## src/verilog/csu_pkg.sv

```systemverilog
// Purpose: Constants, register map and carrier types of the clock supervision unit.
// Assumes: APB register access with 32-bit data; offsets are byte addresses.
// Notes: Holds definitions only; the logic lives in the top module.
// Function
// - Two watchdogs: measurement clock and filter clock.
// - Count monitored edges in reference-clock timed window.
// - Too few edges in window raises fault output.
// - Frequency outside limits raises fault output.
// - Dedicated fault output toward processor NMI.
// - System clock loss forces switches and LIN off.
// - Programmable lower/upper limits with own hysteresis.
// - Measurement clock frequency, six bits, 0.75 MHz.
// - Filter clock frequency, six bits, 0.09375 MHz.
// - Enable bit powers watchdog down, resets to one.
// - Measurement clock limits and hysteresis in bits 15:0.
// - Filter clock limits and hysteresis in bits 31:16.
// - 26-bit tick calibration: noref, skew, reload.
// - Word-only access, offsets decoded as full byte addresses.
`default_nettype none
package csu_pkg;
	// Register byte offsets.
	localparam logic [11:0] CSU_OFF_FREQ_STS = 12'h000;
	localparam logic [11:0] CSU_OFF_CTRL = 12'h004;
	localparam logic [11:0] CSU_OFF_LIMITS = 12'h00c;
	localparam logic [11:0] CSU_OFF_IRQ_STS = 12'h010;
	localparam logic [11:0] CSU_OFF_IRQ_MASK = 12'h014;
	localparam logic [11:0] CSU_OFF_CALIB = 12'h06c;
	// Reset values.
	localparam logic [31:0] CSU_RST_CTRL = 32'h0000_0001;
	localparam logic [31:0] CSU_RST_LIMITS = 32'hd4e1_94b3;
	localparam logic [25:0] CSU_RST_CALIB = 26'h000_0000;
	// Field positions of the frequency status register.
	localparam int CSU_FS_MEAS_LSB = 0;
	localparam int CSU_FS_FILT_LSB = 8;
	// Field positions of the limit register.
	localparam int CSU_LIM_MEAS_UP = 0;
	localparam int CSU_LIM_MEAS_UP_HYS = 6;
	localparam int CSU_LIM_MEAS_LOW = 8;
	localparam int CSU_LIM_MEAS_LOW_HYS = 14;
	localparam int CSU_LIM_FILT_UP = 16;
	localparam int CSU_LIM_FILT_UP_HYS = 22;
	localparam int CSU_LIM_FILT_LOW = 24;
	localparam int CSU_LIM_FILT_LOW_HYS = 30;
	// Field positions of the calibration value.
	localparam int CSU_CAL_NOREF = 25;
	localparam int CSU_CAL_SKEW = 24;
	// Interrupt status and mask bit positions.
	localparam int CSU_IRQ_MEAS = 0;
	localparam int CSU_IRQ_FILT = 1;
	localparam int CSU_IRQ_LOSS = 2;
	// Widths of counters and fields.
	localparam int CSU_CNT_W = 16;
	localparam int CSU_FREQ_W = 6;
	localparam int CSU_IRQ_W = 3;
	localparam int CSU_CAL_W = 26;
	localparam logic [3:0] CSU_FULL_WORD = 4'hf;

	// APB request from the master.
	typedef struct packed {
		logic psel;
		logic penable;
		logic pwrite;
		logic [11:0] paddr;
		logic [31:0] pwdata;
		logic [3:0] pstrb;
	} csu_apb_req_type;

	// APB answer to the master.
	typedef struct packed {
		logic pready;
		logic [31:0] prdata;
		logic pslverr;
	} csu_apb_rsp_type;

	// Switch-off commands toward the power stages.
	typedef struct packed {
		logic low_side_off;
		logic high_side_off;
		logic lin_off;
	} csu_shutdown_type;

	// Whole state of the supervision unit.
	typedef struct packed {
		logic [2:0] meas_sync;
		logic [2:0] filt_sync;
		logic [2:0] lp_sync;
		logic [2:0] sysf_sync;
		logic [CSU_CNT_W-1:0] lp_cnt;
		logic [CSU_CNT_W-1:0] meas_pre;
		logic [CSU_CNT_W-1:0] filt_pre;
		logic [CSU_FREQ_W-1:0] meas_cnt;
		logic [CSU_FREQ_W-1:0] filt_cnt;
		logic sysf_seen;
		logic [CSU_FREQ_W-1:0] meas_freq;
		logic [CSU_FREQ_W-1:0] filt_freq;
		logic meas_low;
		logic meas_high;
		logic filt_low;
		logic filt_high;
		logic clk_loss;
		logic enable;
		logic [31:0] limits;
		logic [CSU_CAL_W-1:0] calib;
		logic [CSU_IRQ_W-1:0] irq_sts;
		logic [CSU_IRQ_W-1:0] irq_mask;
		logic [31:0] prdata;
		logic pslverr;
	} csu_state_type;
endpackage : csu_pkg
`default_nettype wire

```

## src/verilog/csu_top.sv

```systemverilog
// Purpose: Clock supervision unit with two frequency watchdogs and system clock loss shutdown.
// Assumes: Monitored clocks and the reference clock arrive as pins, well below half of sys_clk_in.
// Notes: One frequency count equals DIV monitored edges per window of LP_WINDOW reference edges.
`timescale 1ns/1ns
`default_nettype none
module csu_top
	import csu_pkg::*;
#(
	parameter int LP_WINDOW = 16,
	parameter int MEAS_DIV = 1,
	parameter int FILT_DIV = 1
) (
	input wire logic sys_clk_in,
	input wire logic rst_in,
	input wire logic clk_en_in,
	input wire csu_apb_req_type apb_req_in,
	output csu_apb_rsp_type apb_rsp_out,
	input wire logic meas_clock_in,
	input wire logic filter_clock_in,
	input wire logic low_power_reference_clock_in,
	input wire logic system_freq_clock_in,
	output logic clock_fault_nmi_out,
	output logic irq_out,
	output csu_shutdown_type shutdown_out,
	output logic [CSU_CAL_W-1:0] tick_calibration_out
);

	// Refuse settings that the counters cannot hold.
	if (LP_WINDOW < 2 || LP_WINDOW >= (1 << CSU_CNT_W)) begin : g_bad_window
		$error("LP_WINDOW out of range");
	end
	if (MEAS_DIV < 1 || FILT_DIV < 1 || MEAS_DIV >= (1 << CSU_CNT_W) || FILT_DIV >= (1 << CSU_CNT_W)) begin : g_bad_div
		$error("Prescaler out of range");
	end

	localparam logic [CSU_CNT_W-1:0] WIN_LAST = CSU_CNT_W'(LP_WINDOW - 1);
	localparam logic [CSU_CNT_W-1:0] MEAS_LAST = CSU_CNT_W'(MEAS_DIV - 1);
	localparam logic [CSU_CNT_W-1:0] FILT_LAST = CSU_CNT_W'(FILT_DIV - 1);
	localparam logic [CSU_FREQ_W-1:0] FREQ_MAX = 6'h3f;

	// Reset image of the whole state.
	localparam csu_state_type STATE_RESET = '{
		enable: CSU_RST_CTRL[0],
		limits: CSU_RST_LIMITS,
		calib: CSU_RST_CALIB,
		default: '0
	};

	// Evaluates one out-of-range flag pair with hysteresis; returns {high, low}.
	function automatic logic [1:0] csu_range(
		input logic [CSU_FREQ_W-1:0] freq,
		input logic [CSU_FREQ_W-1:0] up,
		input logic [1:0] up_hys,
		input logic [CSU_FREQ_W-1:0] low,
		input logic [1:0] low_hys,
		input logic high_now,
		input logic low_now
	);
		logic hi;
		logic lo;
		hi = high_now;
		lo = low_now;
		// Below the lower limit means too few edges in the window.
		if (freq < low) begin
			lo = 1'b1;
		end else if ({1'b0, freq} >= ({1'b0, low} + {5'h00, low_hys})) begin
			lo = 1'b0;
		end
		// Above the upper limit is also a failure.
		if (freq > up) begin
			hi = 1'b1;
		end else if (({1'b0, freq} + {5'h00, up_hys}) <= {1'b0, up}) begin
			hi = 1'b0;
		end
		return {hi, lo};
	endfunction : csu_range

	csu_state_type s; // Registered state.
	csu_state_type next_s; // Next state.
	logic meas_edge; // Rising edge of the measurement clock.
	logic filt_edge; // Rising edge of the filter clock.
	logic lp_edge; // Rising edge of the reference clock.
	logic sysf_edge; // Rising edge of the system frequency clock.
	logic win_end; // Last reference edge of a window.
	logic setup_phase; // APB setup cycle.
	logic write_access; // APB write completes this cycle.
	logic addr_ok; // Address is a mapped aligned word.
	logic [31:0] read_word; // Read data selected by the address.
	logic [CSU_IRQ_W-1:0] irq_set; // Events of this cycle.
	logic [CSU_IRQ_W-1:0] irq_clr; // Write-one-to-clear bits of this cycle.
	logic [1:0] meas_flags; // New {high, low} of the measurement clock.
	logic [1:0] filt_flags; // New {high, low} of the filter clock.

	// Edges are taken from the second and third flops only.
	assign meas_edge = s.meas_sync[1] & ~s.meas_sync[2];
	assign filt_edge = s.filt_sync[1] & ~s.filt_sync[2];
	assign lp_edge = s.lp_sync[1] & ~s.lp_sync[2];
	assign sysf_edge = s.sysf_sync[1] & ~s.sysf_sync[2];
	assign win_end = lp_edge && (s.lp_cnt == WIN_LAST);
	assign setup_phase = apb_req_in.psel & ~apb_req_in.penable;
	assign write_access = apb_req_in.psel & apb_req_in.penable & apb_req_in.pwrite & ~s.pslverr;

	// Address decode and read mux for the word-wide registers.
	always_comb begin
		addr_ok = 1'b1;
		read_word = 32'h0000_0000;
		case (apb_req_in.paddr)
			CSU_OFF_FREQ_STS: begin
				read_word[CSU_FS_MEAS_LSB +: CSU_FREQ_W] = s.meas_freq;
				read_word[CSU_FS_FILT_LSB +: CSU_FREQ_W] = s.filt_freq;
			end
			CSU_OFF_CTRL: begin
				read_word[0] = s.enable;
			end
			CSU_OFF_LIMITS: begin
				read_word = s.limits;
			end
			CSU_OFF_IRQ_STS: begin
				read_word[CSU_IRQ_W-1:0] = s.irq_sts;
			end
			CSU_OFF_IRQ_MASK: begin
				read_word[CSU_IRQ_W-1:0] = s.irq_mask;
			end
			CSU_OFF_CALIB: begin
				read_word[CSU_CAL_W-1:0] = s.calib;
			end
			default: begin
				addr_ok = 1'b0;
			end
		endcase
	end

	// Next-state logic of measurement, flags, interrupts and registers.
	always_comb begin
		next_s = s;
		irq_set = '0;
		irq_clr = '0;
		meas_flags = {s.meas_high, s.meas_low};
		filt_flags = {s.filt_high, s.filt_low};

		// Two-flop synchronisers plus one flop for edge detection.
		next_s.meas_sync = {s.meas_sync[1:0], meas_clock_in};
		next_s.filt_sync = {s.filt_sync[1:0], filter_clock_in};
		next_s.lp_sync = {s.lp_sync[1:0], low_power_reference_clock_in};
		next_s.sysf_sync = {s.sysf_sync[1:0], system_freq_clock_in};

		// The window timer runs on the reference clock whether or not the watchdogs are enabled.
		if (lp_edge) begin
			next_s.lp_cnt = win_end ? '0 : s.lp_cnt + 1'b1;
		end

		// System clock loss: a whole window without a single edge; no software action needed.
		if (sysf_edge) begin
			next_s.sysf_seen = 1'b1;
		end
		if (win_end) begin
			next_s.sysf_seen = sysf_edge;
			next_s.clk_loss = ~(s.sysf_seen | sysf_edge);
			irq_set[CSU_IRQ_LOSS] = ~(s.sysf_seen | sysf_edge) & ~s.clk_loss;
		end

		if (!s.enable) begin
			// Powered down: counters idle, no frequency faults reported.
			next_s.meas_pre = '0;
			next_s.filt_pre = '0;
			next_s.meas_cnt = '0;
			next_s.filt_cnt = '0;
			next_s.meas_freq = '0;
			next_s.filt_freq = '0;
			next_s.meas_low = 1'b0;
			next_s.meas_high = 1'b0;
			next_s.filt_low = 1'b0;
			next_s.filt_high = 1'b0;
		end else begin
			// Measurement clock edge counting with prescaler and saturation.
			if (meas_edge) begin
				if (s.meas_pre == MEAS_LAST) begin
					next_s.meas_pre = '0;
					if (s.meas_cnt != FREQ_MAX) begin
						next_s.meas_cnt = s.meas_cnt + 1'b1;
					end
				end else begin
					next_s.meas_pre = s.meas_pre + 1'b1;
				end
			end
			// Filter clock edge counting, independent of the other watchdog.
			if (filt_edge) begin
				if (s.filt_pre == FILT_LAST) begin
					next_s.filt_pre = '0;
					if (s.filt_cnt != FREQ_MAX) begin
						next_s.filt_cnt = s.filt_cnt + 1'b1;
					end
				end else begin
					next_s.filt_pre = s.filt_pre + 1'b1;
				end
			end
			// At the end of a window publish the counts and judge them against the limits.
			if (win_end) begin
				meas_flags = csu_range(s.meas_cnt,
					s.limits[CSU_LIM_MEAS_UP +: CSU_FREQ_W], s.limits[CSU_LIM_MEAS_UP_HYS +: 2],
					s.limits[CSU_LIM_MEAS_LOW +: CSU_FREQ_W], s.limits[CSU_LIM_MEAS_LOW_HYS +: 2],
					s.meas_high, s.meas_low);
				filt_flags = csu_range(s.filt_cnt,
					s.limits[CSU_LIM_FILT_UP +: CSU_FREQ_W], s.limits[CSU_LIM_FILT_UP_HYS +: 2],
					s.limits[CSU_LIM_FILT_LOW +: CSU_FREQ_W], s.limits[CSU_LIM_FILT_LOW_HYS +: 2],
					s.filt_high, s.filt_low);
				next_s.meas_freq = s.meas_cnt;
				next_s.filt_freq = s.filt_cnt;
				next_s.meas_high = meas_flags[1];
				next_s.meas_low = meas_flags[0];
				next_s.filt_high = filt_flags[1];
				next_s.filt_low = filt_flags[0];
				next_s.meas_cnt = '0;
				next_s.filt_cnt = '0;
				next_s.meas_pre = '0;
				next_s.filt_pre = '0;
				irq_set[CSU_IRQ_MEAS] = (|meas_flags) & ~(s.meas_high | s.meas_low);
				irq_set[CSU_IRQ_FILT] = (|filt_flags) & ~(s.filt_high | s.filt_low);
			end
		end

		// Setup cycle: capture read data and judge the access for the access phase.
		if (setup_phase) begin
			next_s.prdata = addr_ok ? read_word : 32'h0000_0000;
			next_s.pslverr = ~addr_ok | (apb_req_in.pwrite & (apb_req_in.pstrb != CSU_FULL_WORD));
		end

		// Access phase of a good write updates the addressed register.
		if (write_access) begin
			case (apb_req_in.paddr)
				CSU_OFF_CTRL: begin
					next_s.enable = apb_req_in.pwdata[0];
				end
				CSU_OFF_LIMITS: begin
					next_s.limits = apb_req_in.pwdata;
				end
				CSU_OFF_IRQ_STS: begin
					irq_clr = apb_req_in.pwdata[CSU_IRQ_W-1:0];
				end
				CSU_OFF_IRQ_MASK: begin
					next_s.irq_mask = apb_req_in.pwdata[CSU_IRQ_W-1:0];
				end
				CSU_OFF_CALIB: begin
					next_s.calib = apb_req_in.pwdata[CSU_CAL_W-1:0];
				end
				default: begin
					next_s.calib = s.calib;
				end
			endcase
		end

		// Sticky events: a set in the same cycle as a clear wins.
		next_s.irq_sts = (s.irq_sts & ~irq_clr) | irq_set;
	end

	// State register; the clock enable freezes everything.
	always_ff @(posedge sys_clk_in or posedge rst_in) begin
		if (rst_in) begin
			s <= STATE_RESET;
		end else if (clk_en_in) begin
			s <= next_s;
		end
	end

	// Outputs.
	assign apb_rsp_out.pready = apb_req_in.psel & apb_req_in.penable & clk_en_in;
	assign apb_rsp_out.prdata = s.prdata;
	assign apb_rsp_out.pslverr = s.pslverr;
	assign clock_fault_nmi_out = s.meas_low | s.meas_high | s.filt_low | s.filt_high;
	assign irq_out = |(s.irq_sts & s.irq_mask);
	assign shutdown_out.low_side_off = s.clk_loss;
	assign shutdown_out.high_side_off = s.clk_loss;
	assign shutdown_out.lin_off = s.clk_loss;
	assign tick_calibration_out = s.calib;

endmodule : csu_top
`default_nettype wire

```

## config.mk

```make
export PLATFORM = sky130hd
export DESIGN_NAME = csu_top
export DESIGN_NICKNAME = d
export VERILOG_FILES = /design/src/verilog/csu_pkg.sv /design/src/verilog/csu_top.sv
export SDC_FILE = /design/constraint.sdc
export NUM_CORES = 1
export LEC_CHECK = 0
export BUFFER_PORTS_ARGS = -buffer_cell sky130_fd_sc_hd__buf_2
export CORE_MARGIN = 4
export CORE_UTILIZATION = 40
export CTS_CLUSTER_SIZE = 16
export DETAILED_ROUTE_END_ITERATION = 10
export PLACE_DENSITY = 0.69
export RECOVER_POWER = 25
export SYNTH_ARGS = -nofsm -noshare
export SYNTH_HDL_FRONTEND = slang
export SYNTH_SLANG_ARGS = --single-unit
```

## constraint.sdc

```tcl
create_clock -name sys_clk_in -period 6.4 [get_ports sys_clk_in]
set_input_delay 1.28 -clock sys_clk_in [delete_from_list [all_inputs] [get_ports sys_clk_in]]
set_output_delay 1.28 -clock sys_clk_in [all_outputs]
set_load 0.02 [all_outputs]
```

==> impl_results.md <==
- Final hold viol count: 0
- Synth async-reset ratio: 100%
- Cts bufs inserted: 17
- Post-synth EDFFs: 0
- # diodes: 0
- Logic pwr share: 5.2%
- Setup repair bufs after CTS: 0
- Placed Area: roughly 11000 sq um
- Worst setup EP type: output port
- Largest cells by area after synthesis: dfrtp_1 (40%), ha_1 (7.2%), mux2_2 (5.8%), buf_4 (4.4%), dfstp_2 (4.2%)
- Placed Cells incl. Taps: approximately 1400
- Clock network power share: ~45%
- Non-filler cells, final: 1425
- Synth Flop Type: dfrtp_1
- FMAX: 0.248 GHz
- Final WL: 23500 um
- Area of the core: 26100 sq um
- Cells after Synth: 1020
- Yosys Warn Count: 0
- Clock sinks: 188
- Avg WL per Cell: 16.5 um
- Antenna violation net count after detailed routing: 0
- Crit-path max FO: 26
- CTS root buffer: clkbuf_16
- Top cell type's share of synthesized area: roughly two fifths
- Seq pwr share: 50.4%
- Die X: about 170 um
- Hold WC Path Type: reg -> reg
- Layout cells sized above 1: 24.8%
- Final Skew: about 0.0094 ns
- Mapped Nets: 1143
- Worst Tran Pin Value: 2.97 ns
- Kind of critical path: in -> out
- Final setup violation count: 0
- Tmin final: 4.03 ns
- Worst setup margin: 2.37 ns
- Critical Path AT: 2.75 ns
- PwrDens: ~210 nW/um^2
- Netlist cell types: 69
- Chip Height: 171 um
- Vias: about 7600
- Initial Utilization: 40.6%
- All-Layer GR Usage: 16.1%
- Reg clk slew, reported paths: roughly 0.07 ns
- First-pass GRT wire length: 38000 um
- DRT iter0 DRCs: 510
- Maximum vdd drop: between 0.00015 and 0.0002 V
- Layout Utilization: 44.8%
- Net switching power: between 0.5 and 0.6 mW
- CTS tree: built
- Die ar.: about 29000 sq um
- CTS resizes: 0
- Min Hold Slack: 0.463 ns
- Clock buffer depth: 2
- Slew Viols, Final: 70
- Vias in the first global route: 7400
- Clk_lat worst skew: between 0.4 and 0.5 ns
- H-tree Lvls: 4
- Drt first pass iters: 6
- Status: complete, but fails checks
- Sequential area share after synthesis: 44.7%
- Tcrit/Tclk final: about 63%
- IO Pins: 123
- Leak Pwr: roughly 5.5 nW
- Final instance area: 11700 sq um
- Most frequent cells after synthesis: dfrtp_1 (171), nand2_1 (92), buf_4 (62), ha_1 (61), nor2_1 (58)
- Count leader, synth: dfrtp_1
- Failing checks: capacitance limit, slew limit
- Switching share of power: 24.5%
- Largest net degree at the start of global routing: 70
- Max Cap Violations: 1
- Post-cts hold buffer count: 0
- Drt drc: 0
- Synth Register Bits: 188
- Initial antenna violation count: 0
- Avg Vias per Cell: 5.31
- GP Congestion: 0.878
- R2R Setup Slk: between 3 and 4 ns
- Sum of negative setup slack: 0 ns
- Worst Path Required: roughly 5 ns
- Overall Power: 2.45 mW
- Post-Place Worst Slack: just under 3 ns
- Area leader, netlist: dfrtp_1
- Final layout net count: 1200
- Post-Synthesis Cell Area: ~11000 sq um
- Headroom to the max-slew limit: -99.3%
- HPWL after DPL: 17100 um
- IO Port Bufs: approximately 120
- Rows: 59
- Gr ovfl total: 0
- Layout area overhead: 10.4%
- Critical Path Start Type: input port
- RSZ-0062 raised after global routing: no
- Syn Area/Cell: slightly above 10 sq um
- Internal power: 1.85 mW
==> flip-flops by register name, indices dropped and copies added (netlist names) <==
name	flops
s	120
shutdown_out	1
next_s	8
tick_calibration_out	26
apb_rsp_out	33
==> final timing paths <==
path | start | end | depth (start not counted)
setup / recovery | clk_en_in | apb_rsp_out[33] | 3
hold / removal | apb_rsp_out[31] | apb_rsp_out[31] | 2
setup reg to reg | s[95] | s[37] | 12
hold reg to reg | apb_rsp_out[31] | apb_rsp_out[31] | 2
max in group asynchronous | rst_in | tick_calibration_out[16] | 3
min in group asynchronous | rst_in | s[174] | 2
==> layer usage <==
layer	global-route usage [%]	up-vias	wire [um]
met2	26.2	174	11100
met4	4.62	0	310
li1	-	3667	-
met5	0	-	0
met3	3.42	23	1210
met1	21.8	3705	10900
==> critical path, cell delays in order <==
cell	delay (ns)
clkbuf_1	0.89
and3_1	0.36
buf_2	0.20
==> cells in the final DEF (no fill, tap or decap), drive strengths merged, types with 15 or more instances in the layout <==
cell type / n
nand2: 93
a22oi: 16
o21ai: 59
a21oi: 30
clkbuf: 20
nor2: 58
xor2: 21
mux2: 74
xnor2: 39
a22o: 15
dfstp: 17
dfrtp: 171
buf: 130
inv: 60
ha: 61
nand3: 34
and3: 16
nor4: 15
nand4: 18
nor3: 23
==> cell families after synthesis <==
family,Yosys count,synth area share [%]
buf+inv,148,7.69
compound gates,180,11.3
flops,188,44.7
mux,77,9.00
simple gates,302,14.4
xor+xnor,60,4.97
fa+ha+maj,65,7.98
==> power by group through the flow <==
stage / clock network [mW] / registers, mW / logic, mW
final: 1.09 / 1.23 / 0.126
after global routing: 1.16 / 1.24 / 0.144
after CTS: 1.11 / 1.23 / 0.130
after detailed placement: 0 / 1.25 / 0.130
after global placement: 0 / 1.25 / 0.126
after floorplan: 0 / 1.25 / 0.0787
==> layout make-up <==
class	instances	area (sq um)
sequential	188	4730
timing repair buffer	133	688
tap	335	419
fill	2427	14400
clock inverter	15	176
inverter	53	200
clock buffer	17	425
multi-input combinational	684	5030
No activity file was read; power rests on OpenSTA's default activity.
